--- config.mk ---
export PLATFORM = sky130hd
export DESIGN_NAME = vbc_top
export DESIGN_NICKNAME = d
export VERILOG_FILES = /design/src/design/vbc_pkg.sv /design/src/design/vbc_top.sv
export SDC_FILE = /design/constraint.sdc
export NUM_CORES = 1
export LEC_CHECK = 0
export BUFFER_PORTS_ARGS = -buffer_cell sky130_fd_sc_hd__buf_2
export CAP_MARGIN = 20
export CORE_MARGIN = 8
export CORE_UTILIZATION = 30
export CTS_BUF_LIST = sky130_fd_sc_hd__clkbuf_4 sky130_fd_sc_hd__clkbuf_8
export DETAILED_ROUTE_END_ITERATION = 10
export SLEW_MARGIN = 0
export SYNTH_ARGS = -nofsm -noshare
export SYNTH_HDL_FRONTEND = slang
export SYNTH_SLANG_ARGS = --single-unit
--- constraint.sdc ---
create_clock -name clk -period 1.5 [get_ports clk]
set_input_delay 0.075 -clock clk [delete_from_list [all_inputs] [get_ports clk]]
set_output_delay 0.075 -clock clk [all_outputs]
set_load 0.05 [all_outputs]
--- src/design/vbc_pkg.sv ---
// constants, types and register map of the oscillator band calibration block
// assumes an apb master on the same clock as the block
package vbc_pkg;

  // ************************************************************
  // register map
  // ************************************************************
  localparam logic [11:0] VBC_OFS_CFG    = 12'h000;
  localparam logic [11:0] VBC_OFS_CAL    = 12'h004;
  localparam logic [11:0] VBC_OFS_STAT   = 12'h008;
  localparam int          VBC_MODE_LSB   = 0;
  localparam int          VBC_AUTO_BIT   = 5;
  localparam int          VBC_GATE_BIT   = 6;
  localparam int          VBC_SWING_LSB  = 8;
  localparam int          VBC_START_BIT  = 0;
  localparam int          VBC_LOCK_BIT   = 1;
  localparam int          VBC_SD_BIT     = 2;
  localparam int          VBC_BAND_LSB   = 8;
  localparam logic [4:0]  VBC_MODE_RST   = 5'h00;
  localparam logic [1:0]  VBC_SWING_RST  = 2'h0;

  // ************************************************************
  // calibration
  // ************************************************************
  localparam int          VBC_NUM_BANDS  = 32;
  localparam logic [4:0]  VBC_BAND_MID   = 5'h10;
  localparam logic [2:0]  VBC_BIT_TOP    = 3'h4;
  localparam int          VBC_CAL_TICKS  = 7;

  // ************************************************************
  // types
  // ************************************************************
  typedef enum logic [3:0] {
    VBC_IDLE   = 4'b0001,
    VBC_SETTLE = 4'b0010,
    VBC_SEARCH = 4'b0100,
    VBC_DONE   = 4'b1000
  } vbc_state_t;

  typedef enum logic [1:0] {
    VBC_DIRECT = 2'h0,
    VBC_DIV2   = 2'h1,
    VBC_DIV4   = 2'h2
  } vbc_div_t;

  typedef struct packed {
    logic        psel;
    logic        penable;
    logic        pwrite;
    logic [11:0] paddr;
    logic [31:0] pwdata;
  } vbc_apb_req_t;

  typedef struct packed {
    logic [31:0] prdata;
    logic        pready;
    logic        pslverr;
  } vbc_apb_rsp_t;

  typedef struct packed {
    logic       cp_inhibit;
    logic       tuning_voltage_pin_mid;
    logic [4:0] band;
    logic [1:0] swing;
    logic       osc_a_en;
    logic       osc_b_en;
    logic       ext_buf_en;
    vbc_div_t   div_sel;
    logic       out_en;
    logic       power_en;
  } vbc_ana_t;

  typedef struct packed {
    logic        lock_s1;
    logic        lock_s2;
    logic        lock_q;
    logic        pfd_s1;
    logic        pfd_s2;
    logic        pfd_q;
    logic        hi_s1;
    logic        hi_s2;
    logic        sd_s1;
    logic        sd_s2;
    logic [4:0]  mode;
    logic        auto_en;
    logic        gate;
    logic [1:0]  swing;
    vbc_state_t  st;
    logic [2:0]  bit_idx;
    logic [4:0]  band;
    logic [31:0] prdata;
  } vbc_q_t;

endpackage : vbc_pkg

--- src/design/vbc_top.sv ---
// oscillator sub-band calibration and output path control
// assumes apb on clk; lock, pfd tick, comparator and shutdown pin are async
//
// The placing of the registers and the APB interface to the registers were chosen for this implementation.
module vbc_top (
  // clock and reset
  input  wire logic          clk,
  input  wire logic          rst_n,
  // register bus
  input  vbc_pkg::vbc_apb_req_t apb_req,
  output vbc_pkg::vbc_apb_rsp_t apb_rsp,
  // analog side, asynchronous inputs
  input  wire logic          lock_detect,
  input  wire logic          pfd_clk,
  input  wire logic          freq_above_target,
  input  wire logic          external_shutdown_pin,
  // analog controls
  output vbc_pkg::vbc_ana_t  ana
);

  vbc_pkg::vbc_q_t q_q;
  vbc_pkg::vbc_q_t q_d;

  logic        setup;
  logic        wr;
  logic        mapped;
  logic        busy;
  logic        tick;
  logic        lock_fall;
  logic        start_wr;
  logic        trigger;
  logic [31:0] rdata;
  logic [4:0]  bit_mask;

  // ************************************************************
  // bus decode
  // ************************************************************
  assign setup  = apb_req.psel && !apb_req.penable;
  assign wr     = apb_req.psel && apb_req.penable && apb_req.pwrite;
  assign mapped = (apb_req.paddr == vbc_pkg::VBC_OFS_CFG)
               || (apb_req.paddr == vbc_pkg::VBC_OFS_CAL)
               || (apb_req.paddr == vbc_pkg::VBC_OFS_STAT);

  // read data is captured in the setup cycle so that it comes from a flop
  assign apb_rsp.prdata  = q_q.prdata;
  assign apb_rsp.pready  = 1'b1;
  assign apb_rsp.pslverr = apb_req.psel && apb_req.penable && !mapped;

  // ************************************************************
  // events
  // ************************************************************
  assign busy      = (q_q.st != vbc_pkg::VBC_IDLE);
  assign tick      = q_q.pfd_s2 && !q_q.pfd_q;
  assign lock_fall = q_q.lock_q && !q_q.lock_s2;
  assign start_wr  = wr && (apb_req.paddr == vbc_pkg::VBC_OFS_CAL)
                  && apb_req.pwdata[vbc_pkg::VBC_START_BIT];
  // start or auto restart; busy blocks retrigger
  assign trigger   = !busy && (start_wr || (lock_fall && q_q.auto_en));
  assign bit_mask  = 5'h01 << q_q.bit_idx;

  always_comb begin
    rdata = 32'h0;
    case (apb_req.paddr)
      vbc_pkg::VBC_OFS_CFG: begin
        rdata[vbc_pkg::VBC_MODE_LSB +: 5]  = q_q.mode;
        rdata[vbc_pkg::VBC_AUTO_BIT]       = q_q.auto_en;
        rdata[vbc_pkg::VBC_GATE_BIT]       = q_q.gate;
        rdata[vbc_pkg::VBC_SWING_LSB +: 2] = q_q.swing;
      end
      vbc_pkg::VBC_OFS_CAL: begin
        rdata[vbc_pkg::VBC_START_BIT] = busy;
      end
      vbc_pkg::VBC_OFS_STAT: begin
        rdata[vbc_pkg::VBC_START_BIT]     = busy;
        rdata[vbc_pkg::VBC_LOCK_BIT]      = q_q.lock_s2;
        rdata[vbc_pkg::VBC_SD_BIT]        = q_q.sd_s2;
        rdata[vbc_pkg::VBC_BAND_LSB +: 5] = q_q.band;
      end
      default: begin
        rdata = 32'h0;
      end
    endcase
  end

  // ************************************************************
  // next state
  // ************************************************************
  always_comb begin
    q_d = q_q;
    q_d.lock_s1 = lock_detect;
    q_d.lock_s2 = q_q.lock_s1;
    q_d.lock_q  = q_q.lock_s2;
    q_d.pfd_s1  = pfd_clk;
    q_d.pfd_s2  = q_q.pfd_s1;
    q_d.pfd_q   = q_q.pfd_s2;
    q_d.hi_s1   = freq_above_target;
    q_d.hi_s2   = q_q.hi_s1;
    q_d.sd_s1   = external_shutdown_pin;
    q_d.sd_s2   = q_q.sd_s1;
    if (setup) begin
      q_d.prdata = rdata;
    end
    if (wr && (apb_req.paddr == vbc_pkg::VBC_OFS_CFG)) begin
      q_d.mode    = apb_req.pwdata[vbc_pkg::VBC_MODE_LSB +: 5];
      q_d.auto_en = apb_req.pwdata[vbc_pkg::VBC_AUTO_BIT];
      q_d.gate    = apb_req.pwdata[vbc_pkg::VBC_GATE_BIT];
      q_d.swing   = apb_req.pwdata[vbc_pkg::VBC_SWING_LSB +: 2];
    end
    case (q_q.st)
      vbc_pkg::VBC_IDLE: begin
        if (trigger) begin
          q_d.st = vbc_pkg::VBC_SETTLE;
        end
      end
      vbc_pkg::VBC_SETTLE: begin
        // first trial is the middle band
        if (tick) begin
          q_d.band    = vbc_pkg::VBC_BAND_MID;
          q_d.bit_idx = vbc_pkg::VBC_BIT_TOP;
          q_d.st      = vbc_pkg::VBC_SEARCH;
        end
      end
      vbc_pkg::VBC_SEARCH: begin
        // successive approximation over the 32 bands
        if (tick) begin
          if (q_q.hi_s2) begin
            q_d.band = q_q.band & ~bit_mask;
          end
          if (q_q.bit_idx == 3'h0) begin
            q_d.st = vbc_pkg::VBC_DONE;
          end else begin
            q_d.band    = (q_q.hi_s2 ? (q_q.band & ~bit_mask) : q_q.band)
                        | (bit_mask >> 1);
            q_d.bit_idx = q_q.bit_idx - 3'h1;
          end
        end
      end
      vbc_pkg::VBC_DONE: begin
        // seventh tick ends the run and frees the pump
        if (tick) begin
          q_d.st = vbc_pkg::VBC_IDLE;
        end
      end
      default: begin
        q_d.st = vbc_pkg::VBC_IDLE;
      end
    endcase
  end

  always_ff @(posedge clk or negedge rst_n) begin
    if (!rst_n) begin
      q_q <= '{st:      vbc_pkg::VBC_IDLE,
               mode:    vbc_pkg::VBC_MODE_RST,
               swing:   vbc_pkg::VBC_SWING_RST,
               default: '0};
    end else begin
      q_q <= q_d;
    end
  end

  // ************************************************************
  // analog controls
  // ************************************************************
  logic powered;

  always_comb begin
    ana            = '0;
    // pump inhibit and mid-supply hold while running
    ana.cp_inhibit = busy;
    ana.tuning_voltage_pin_mid  = busy;
    ana.band       = q_q.band;
    // swing code passed straight to the amplitude control
    ana.swing      = q_q.swing;
    ana.div_sel    = vbc_pkg::VBC_DIV2;
    // mode decode, unlisted codes power down
    case (q_q.mode)
      5'h01: ana.osc_a_en = 1'b1;
      5'h02: ana.osc_b_en = 1'b1;
      5'h03: ana.ext_buf_en = 1'b1;
      5'h04: begin
        ana.osc_a_en = 1'b1;
        ana.div_sel  = vbc_pkg::VBC_DIRECT;
      end
      5'h05: begin
        ana.osc_b_en = 1'b1;
        ana.div_sel  = vbc_pkg::VBC_DIRECT;
      end
      5'h06: begin
        ana.ext_buf_en = 1'b1;
        ana.div_sel    = vbc_pkg::VBC_DIRECT;
      end
      5'h07: begin
        ana.osc_a_en = 1'b1;
        ana.div_sel  = vbc_pkg::VBC_DIV4;
      end
      5'h08: begin
        ana.osc_b_en = 1'b1;
        ana.div_sel  = vbc_pkg::VBC_DIV4;
      end
      5'h09: begin
        ana.ext_buf_en = 1'b1;
        ana.div_sel    = vbc_pkg::VBC_DIV4;
      end
      default: ana.div_sel = vbc_pkg::VBC_DIV2;
    endcase
    powered = ana.osc_a_en || ana.osc_b_en || ana.ext_buf_en;
    if (!q_q.gate && q_q.sd_s2) begin
      ana.osc_a_en   = 1'b0;
      ana.osc_b_en   = 1'b0;
      ana.ext_buf_en = 1'b0;
      ana.power_en   = 1'b0;
    end else begin
      ana.power_en   = powered;
    end
    ana.out_en = ana.power_en && !q_q.sd_s2;
  end

  // ************************************************************
  // checks
  // ************************************************************
  localparam logic [2:0] TICKS_BEFORE_END = 3'(vbc_pkg::VBC_CAL_TICKS - 1);
  logic [2:0] tick_cnt_q;

  // counts comparison ticks seen since the run began
  always_ff @(posedge clk or negedge rst_n) begin
    if (!rst_n) begin
      tick_cnt_q <= 3'h0;
    end else if (!busy) begin
      tick_cnt_q <= 3'h0;
    end else if (tick) begin
      tick_cnt_q <= tick_cnt_q + 3'h1;
    end
  end
endmodule : vbc_top

==> results of run 1 <==
how the worst max path moves through the flow:
stage,from,endpoint,slack [ns]
2_1_floorplan,q_q[49],ana[1],-0.11
3_3_place_gp,q_q[40],apb_rsp[2],0.06
3_5_place_dp,q_q[50],ana[1],0.04
4_1_cts,q_q[49],ana[5],-0.13
5_1_grt,q_q[49],ana[5],-0.19
6_report,q_q[49],ana[5],-0.13
registers in the layout, indices dropped and copies added, names as in the netlist:
signal,cells
q_q,18
apb_rsp,12
ana,7
q_d,6
routing by layer:
metal  track usage  share of wire  vias up
met5             0              0        -
met4       0.03619          0.015        0
met3       0.03903          0.075        7
met2        0.1612           0.46       63
met1        0.1268           0.45      818
li1              -              -      859
power by group:
group          leakage (nW)  internal (mW)  switching [mW]  total [mW]
Clock                0.0549          0.438           0.372       0.810
Combinational         0.833         0.0648           0.203       0.267
Sequential            0.566           1.17          0.0101        1.18
cell usage in the layout, fill, tap and decap left out, drive strengths merged:
master,count
o21ai,16
a21o,1
nor2b,6
nor3,5
nor2,15
buf,80
clkbuf,8
nand4,3
a31oi,5
dlygate4sd3,8
nor4,2
dfstp,1
mux2i,4
xnor2,2
nor3b,4
o32a,1
and2,1
mux2,10
a211oi,1
a32oi,1
o22a,1
dfrtp,42
nand2,22
a41oi,1
and4b,1
nand3,3
a21oi,8
and3b,1
o22ai,1
a2bb2oi,1
conb,21
a22o,5
inv,3
or2,1
o31ai,2
nand2b,2
a311oi,1
nor4b,3
final cells by class:
| cell class | instances | share of cell area |
|---|---|---|
| Clock buffer | 8 | 0.03448 |
| Inverter | 3 | 0.004570 |
| Tap cell | 102 | 0.04238 |
| Multi-Input combinational cell | 151 | 0.3569 |
| Timing Repair Buffer | 88 | 0.2019 |
| Sequential cell | 43 | 0.3598 |
logic make-up after synthesis:
kind of cell	after synthesis	synth area share
muxes	14	0.06499
xor gates and xnor gates	2	0.007460
other	2	0.003198
and+or+nand+nor	69	0.1939
buffers and inverters	52	0.1502
AOI/OAI and AO/OA	45	0.1215
DFF	43	0.4587
repair_timing:
item	CTS	global route
pin swaps	1	6
resized for setup	24	13
setup buffers	4	2
endpoints found under the hold margin	49	0
setup endpoints to repair	9	16
hold buffers	8	0
==> out/results.ini, run 1 <==
[timing]
final.setup_skew_ns = 0.01103
drv_slew = 0
whs_ns = 0.01395
setup_slack_ns = -0.1257
setup_viol = 7
tightest_slew_ns = 0.5807
maxSlewHeadroom = 0.6129
fmax_mhz = 615.1
hold_violations = 0
rsz0062_at_grt = yes
fin_crit_sh = 1.084
setup_tns_ns = -0.4296
min_period_ns = 1.626

[die]
ios = 103
rows = 32
die_w_um = 104.5
die-area_mm2 = 0.01092
core_mm2 = 0.007647
start_util = 0.3071
die_y_um = 104.5

[route]
routed_wl_um = 5631
drtIter0Drc = 69
dr.pass1.iters = 4
ant_nets = 0
vias = 1747
wire_per_inst_um = 14.26
viasPerCell = 4.423
drc_errors = 0

[grt]
grt-ovfl-total = 0
grt_pass1_vias = 1868
grt_first_pass_wirelength_um = 9266
antenna_found_initial = 0
track_usage = 0.1033
grt_max_degree = 44

[logic_synthesis]
async_flop_share = 1.000
synthDistinctLibCells = 47
synth.top_cells.by_count = 42 x buf_4, 42 x dfrtp_1, 21 x nand2_1
syn_area_per_cell_um2 = 10.35
synth_top_cell_by_area = dfrtp_1
synth_edf_count = 0
ys_warn_count = 0
ys_seq_elements = 43
synth_top_area_share = 0.4475
yosys-top-cells-area = dfrtp_1 45%, buf_4 13%, nand2_1 3.4%
ys_seq_area_frac = 0.4587
syn_area_mm2 = 0.002349
synth_cells = 227
ys.flop_type = dfrtp_1

[setup_path]
cp_data_arrival_time_ns = 1.55
critical_path_buf_inv_count = 2
crit_fanout = 6
worst_path_most_repeated_cell = buf_6
worstReg2RegEnd = ana[12]
critical_path_depth = 5
r2r_cells = 6
rr_startpoint = q_q[41]
critPathLaunchType = register
critPathSlowestCell = dfrtp_1
crit_chain = buf_6, xnor2_2, o32a_1, nor2_4, buf_6
cp-end-kind = primary output
critPathKind = reg -> out
critPathTopFamily = flip-flops
reg2reg_slack_ns = 0.02
required_ns = 1.42
max_stage_delay_ns = 0.40

[power_and_ir_drop]
p_leak_nw = 1.454
ir_drop_mv = 0.4790
power.total_mw = 2.260
powerDensity_mw_per_mm2 = 750.4

[finish]
drive_above_1_share = 0.4300
nFillCells = 771
multi_input_area_mm2 = 0.001075
final_cell_area_mm2 = 0.003012
fin_util = 0.3938
final_nets = 345
area_delta_synth_final_pct = 28.24
fin_cells = 395
seq_area_mm2 = 0.001084
n_antenna_cell = 0

[placement]
placed_cells = 373
gp_congestion = 0.8080
port-buffer-count = 58
dp.final_hpwl_um = 4196
dpl-instance-area_mm2 = 0.002653
post-place-ws_ns = 0.03980

[clocking]
cts_buffers = 5
cts.sinks = 43
cts_tree = yes
clkTransAtPathRegs_ns = 0.07
cts-root-buf = clkbuf_8
worstSkewPairLatency_ns = 0.29
clockBufferDepth = 2
h-tree-depth = 2

[hold_path]
hold_path_end = q_q[48]
whs_path_depth = 2
holdCritPathClass = in -> reg
min_from = apb_req[0]

[run]
cap_viol_max_count = 0

[run_status]
status = finished with violations
violations = setup timing

Power figures use the tool's default switching activity.
==> run 2, diff against run 1 <==
Settings changed: CELL_PAD_IN_SITES_DETAIL_PLACEMENT from default to 1, CELL_PAD_IN_SITES_GLOBAL_PLACEMENT from default to 2, CORE_UTILIZATION 30 to 29, PLACE_DENSITY_LB_ADDON from default to 0.1, SLEW_MARGIN 0 to default.
==> out/results.ini, run 2 (synthesis results as in run 1) <==
[power_and_ir_drop]
ir_drop_mv = 0.2990
p_leak_nw = 1.465
powerDensity_mw_per_mm2 = 725.5
power.total_mw = 2.228

[setup_path]
critical_path_buf_inv_count = 2
worst_path_most_repeated_cell = buf_6
r2r_cells = 6
critPathKind = reg -> out
rr_startpoint = q_q[40]
critPathTopFamily = flip-flops
reg2reg_slack_ns = 0.06
crit_chain = buf_6, xnor2_2, o32a_1, nor2_4, buf_6
critPathSlowestCell = dfrtp_1
required_ns = 1.42
critPathLaunchType = register
worstReg2RegEnd = ana[12]
max_stage_delay_ns = 0.40
cp_data_arrival_time_ns = 1.56
crit_fanout = 5
critical_path_depth = 5
cp-end-kind = primary output

[die]
die_y_um = 106.0
rows = 33
ios = 103
start_util = 0.2917
die_w_um = 106.0
core_mm2 = 0.008051
die-area_mm2 = 0.01123

[timing]
setup_viol = 6
fin_crit_sh = 1.088
maxSlewHeadroom = 0.6399
drv_slew = 0
tightest_slew_ns = 0.5402
whs_ns = 0.007018
min_period_ns = 1.632
rsz0062_at_grt = yes
hold_violations = 0
setup_tns_ns = -0.4139
final.setup_skew_ns = 0.004951
fmax_mhz = 612.6
setup_slack_ns = -0.1325

[hold_path]
whs_path_depth = 2
hold_path_end = ana[7]
min_from = apb_req[8]
holdCritPathClass = in -> reg

[clocking]
clkTransAtPathRegs_ns = 0.08
h-tree-depth = 2
cts_tree = yes
clockBufferDepth = 2
cts_buffers = 5
cts-root-buf = clkbuf_8
worstSkewPairLatency_ns = 0.29
cts.sinks = 43

[grt]
track_usage = 0.1139
grt_first_pass_wirelength_um = 10350
grt_max_degree = 44
grt_pass1_vias = 1992
grt-ovfl-total = 0
antenna_found_initial = 0

[placement]
dp.final_hpwl_um = 4560
gp_congestion = 0.7408
post-place-ws_ns = 0.03536
port-buffer-count = 58

[finish]
largest_register = q_q
final_nets = 348
n_antenna_cell = 0
largest_reg_flops = 18
final_common_cell = buf_2
drive_above_1_share = 0.4542
area_delta_synth_final_pct = 30.74
final_cell_mix = 49 x buf_2, 37 x dfrtp_1, 22 x buf_4, 21 x nand2_1, 21 x conb_1

[route]
ant_nets = 0
viasPerCell = 4.465
drc_errors = 0
dr.pass1.iters = 3
routed_wl_um = 6164
vias = 1786
drtIter0Drc = 38
wire_per_inst_um = 15.41

[run_status]
violations = setup timing
status = finished with violations

[run]
cap_viol_max_count = 0

-- run 2: worst max path at each step --
stage,start,slack (ns),to
finish,q_q[49],-0.13,ana[5]
global placement,q_q[50],0.04,ana[1]
CTS,q_q[49],-0.13,ana[5]
floorplan,q_q[49],-0.11,ana[1]
detailed placement,q_q[50],0.04,ana[1]
global route,q_q[49],-0.20,ana[5]
-- run 2: final cells by class --
class	instances	area [µm²]
multi-input combinational	151	1112
clock buffer	6	82.58
fill	954	4981
tap	105	131.4
timing repair buffer	91	644.4
clock inverter	1	5.005
inverter	3	11.26
sequential	43	1084
-- run 2: layer usage --
| metal | up-vias | global-route usage | part of all wire |
|---|---|---|---|
| met2 | 67 | 0.1653 | 0.43 |
| met3 | 2 | 0.03509 | 0.061 |
| met1 | 846 | 0.1572 | 0.50 |
| met5 | - | 0 | 0 |
| met4 | 0 | 0.03618 | 0.0088 |
| li1 | 871 | - | - |
-- run 2: through the flow --
step                      instances  instance area, µm²    util
after detailed placement        379                2691  0.3343
after floorplan                 246                2456       -
after global routing            400                3070  0.3814
after CTS                       396                2943  0.3655
final                           400                3070  0.3814
after global placement          379                2691  0.3343
-- run 2: report_power, final --
part           internal [mW]  switching, mW  total, mW
Combinational         0.0690          0.208      0.277
Clock                  0.362          0.407      0.769
Sequential              1.17        0.00948       1.18
Total                   1.60          0.624       2.23
-- run 2: timing repair --
item / 4_1_cts / 5_1_grt
hold buffers: 6 / 1
buffers inserted: 4 / 3
endpoints found under the hold margin: 48 / 1
gates resized for setup: 22 / 23
setup endpoints to repair: 9 / 16
pin swaps: 0 / 5
-- run 2: worst reg2reg max path: stages (launching register included) --
cell and delay [ns]:
dfstp_2 0.37, buf_4 0.15, nor4b_4 0.29, buf_6 0.17, nand2_4 0.06, nor3b_4 0.19, o22a_1 0.15
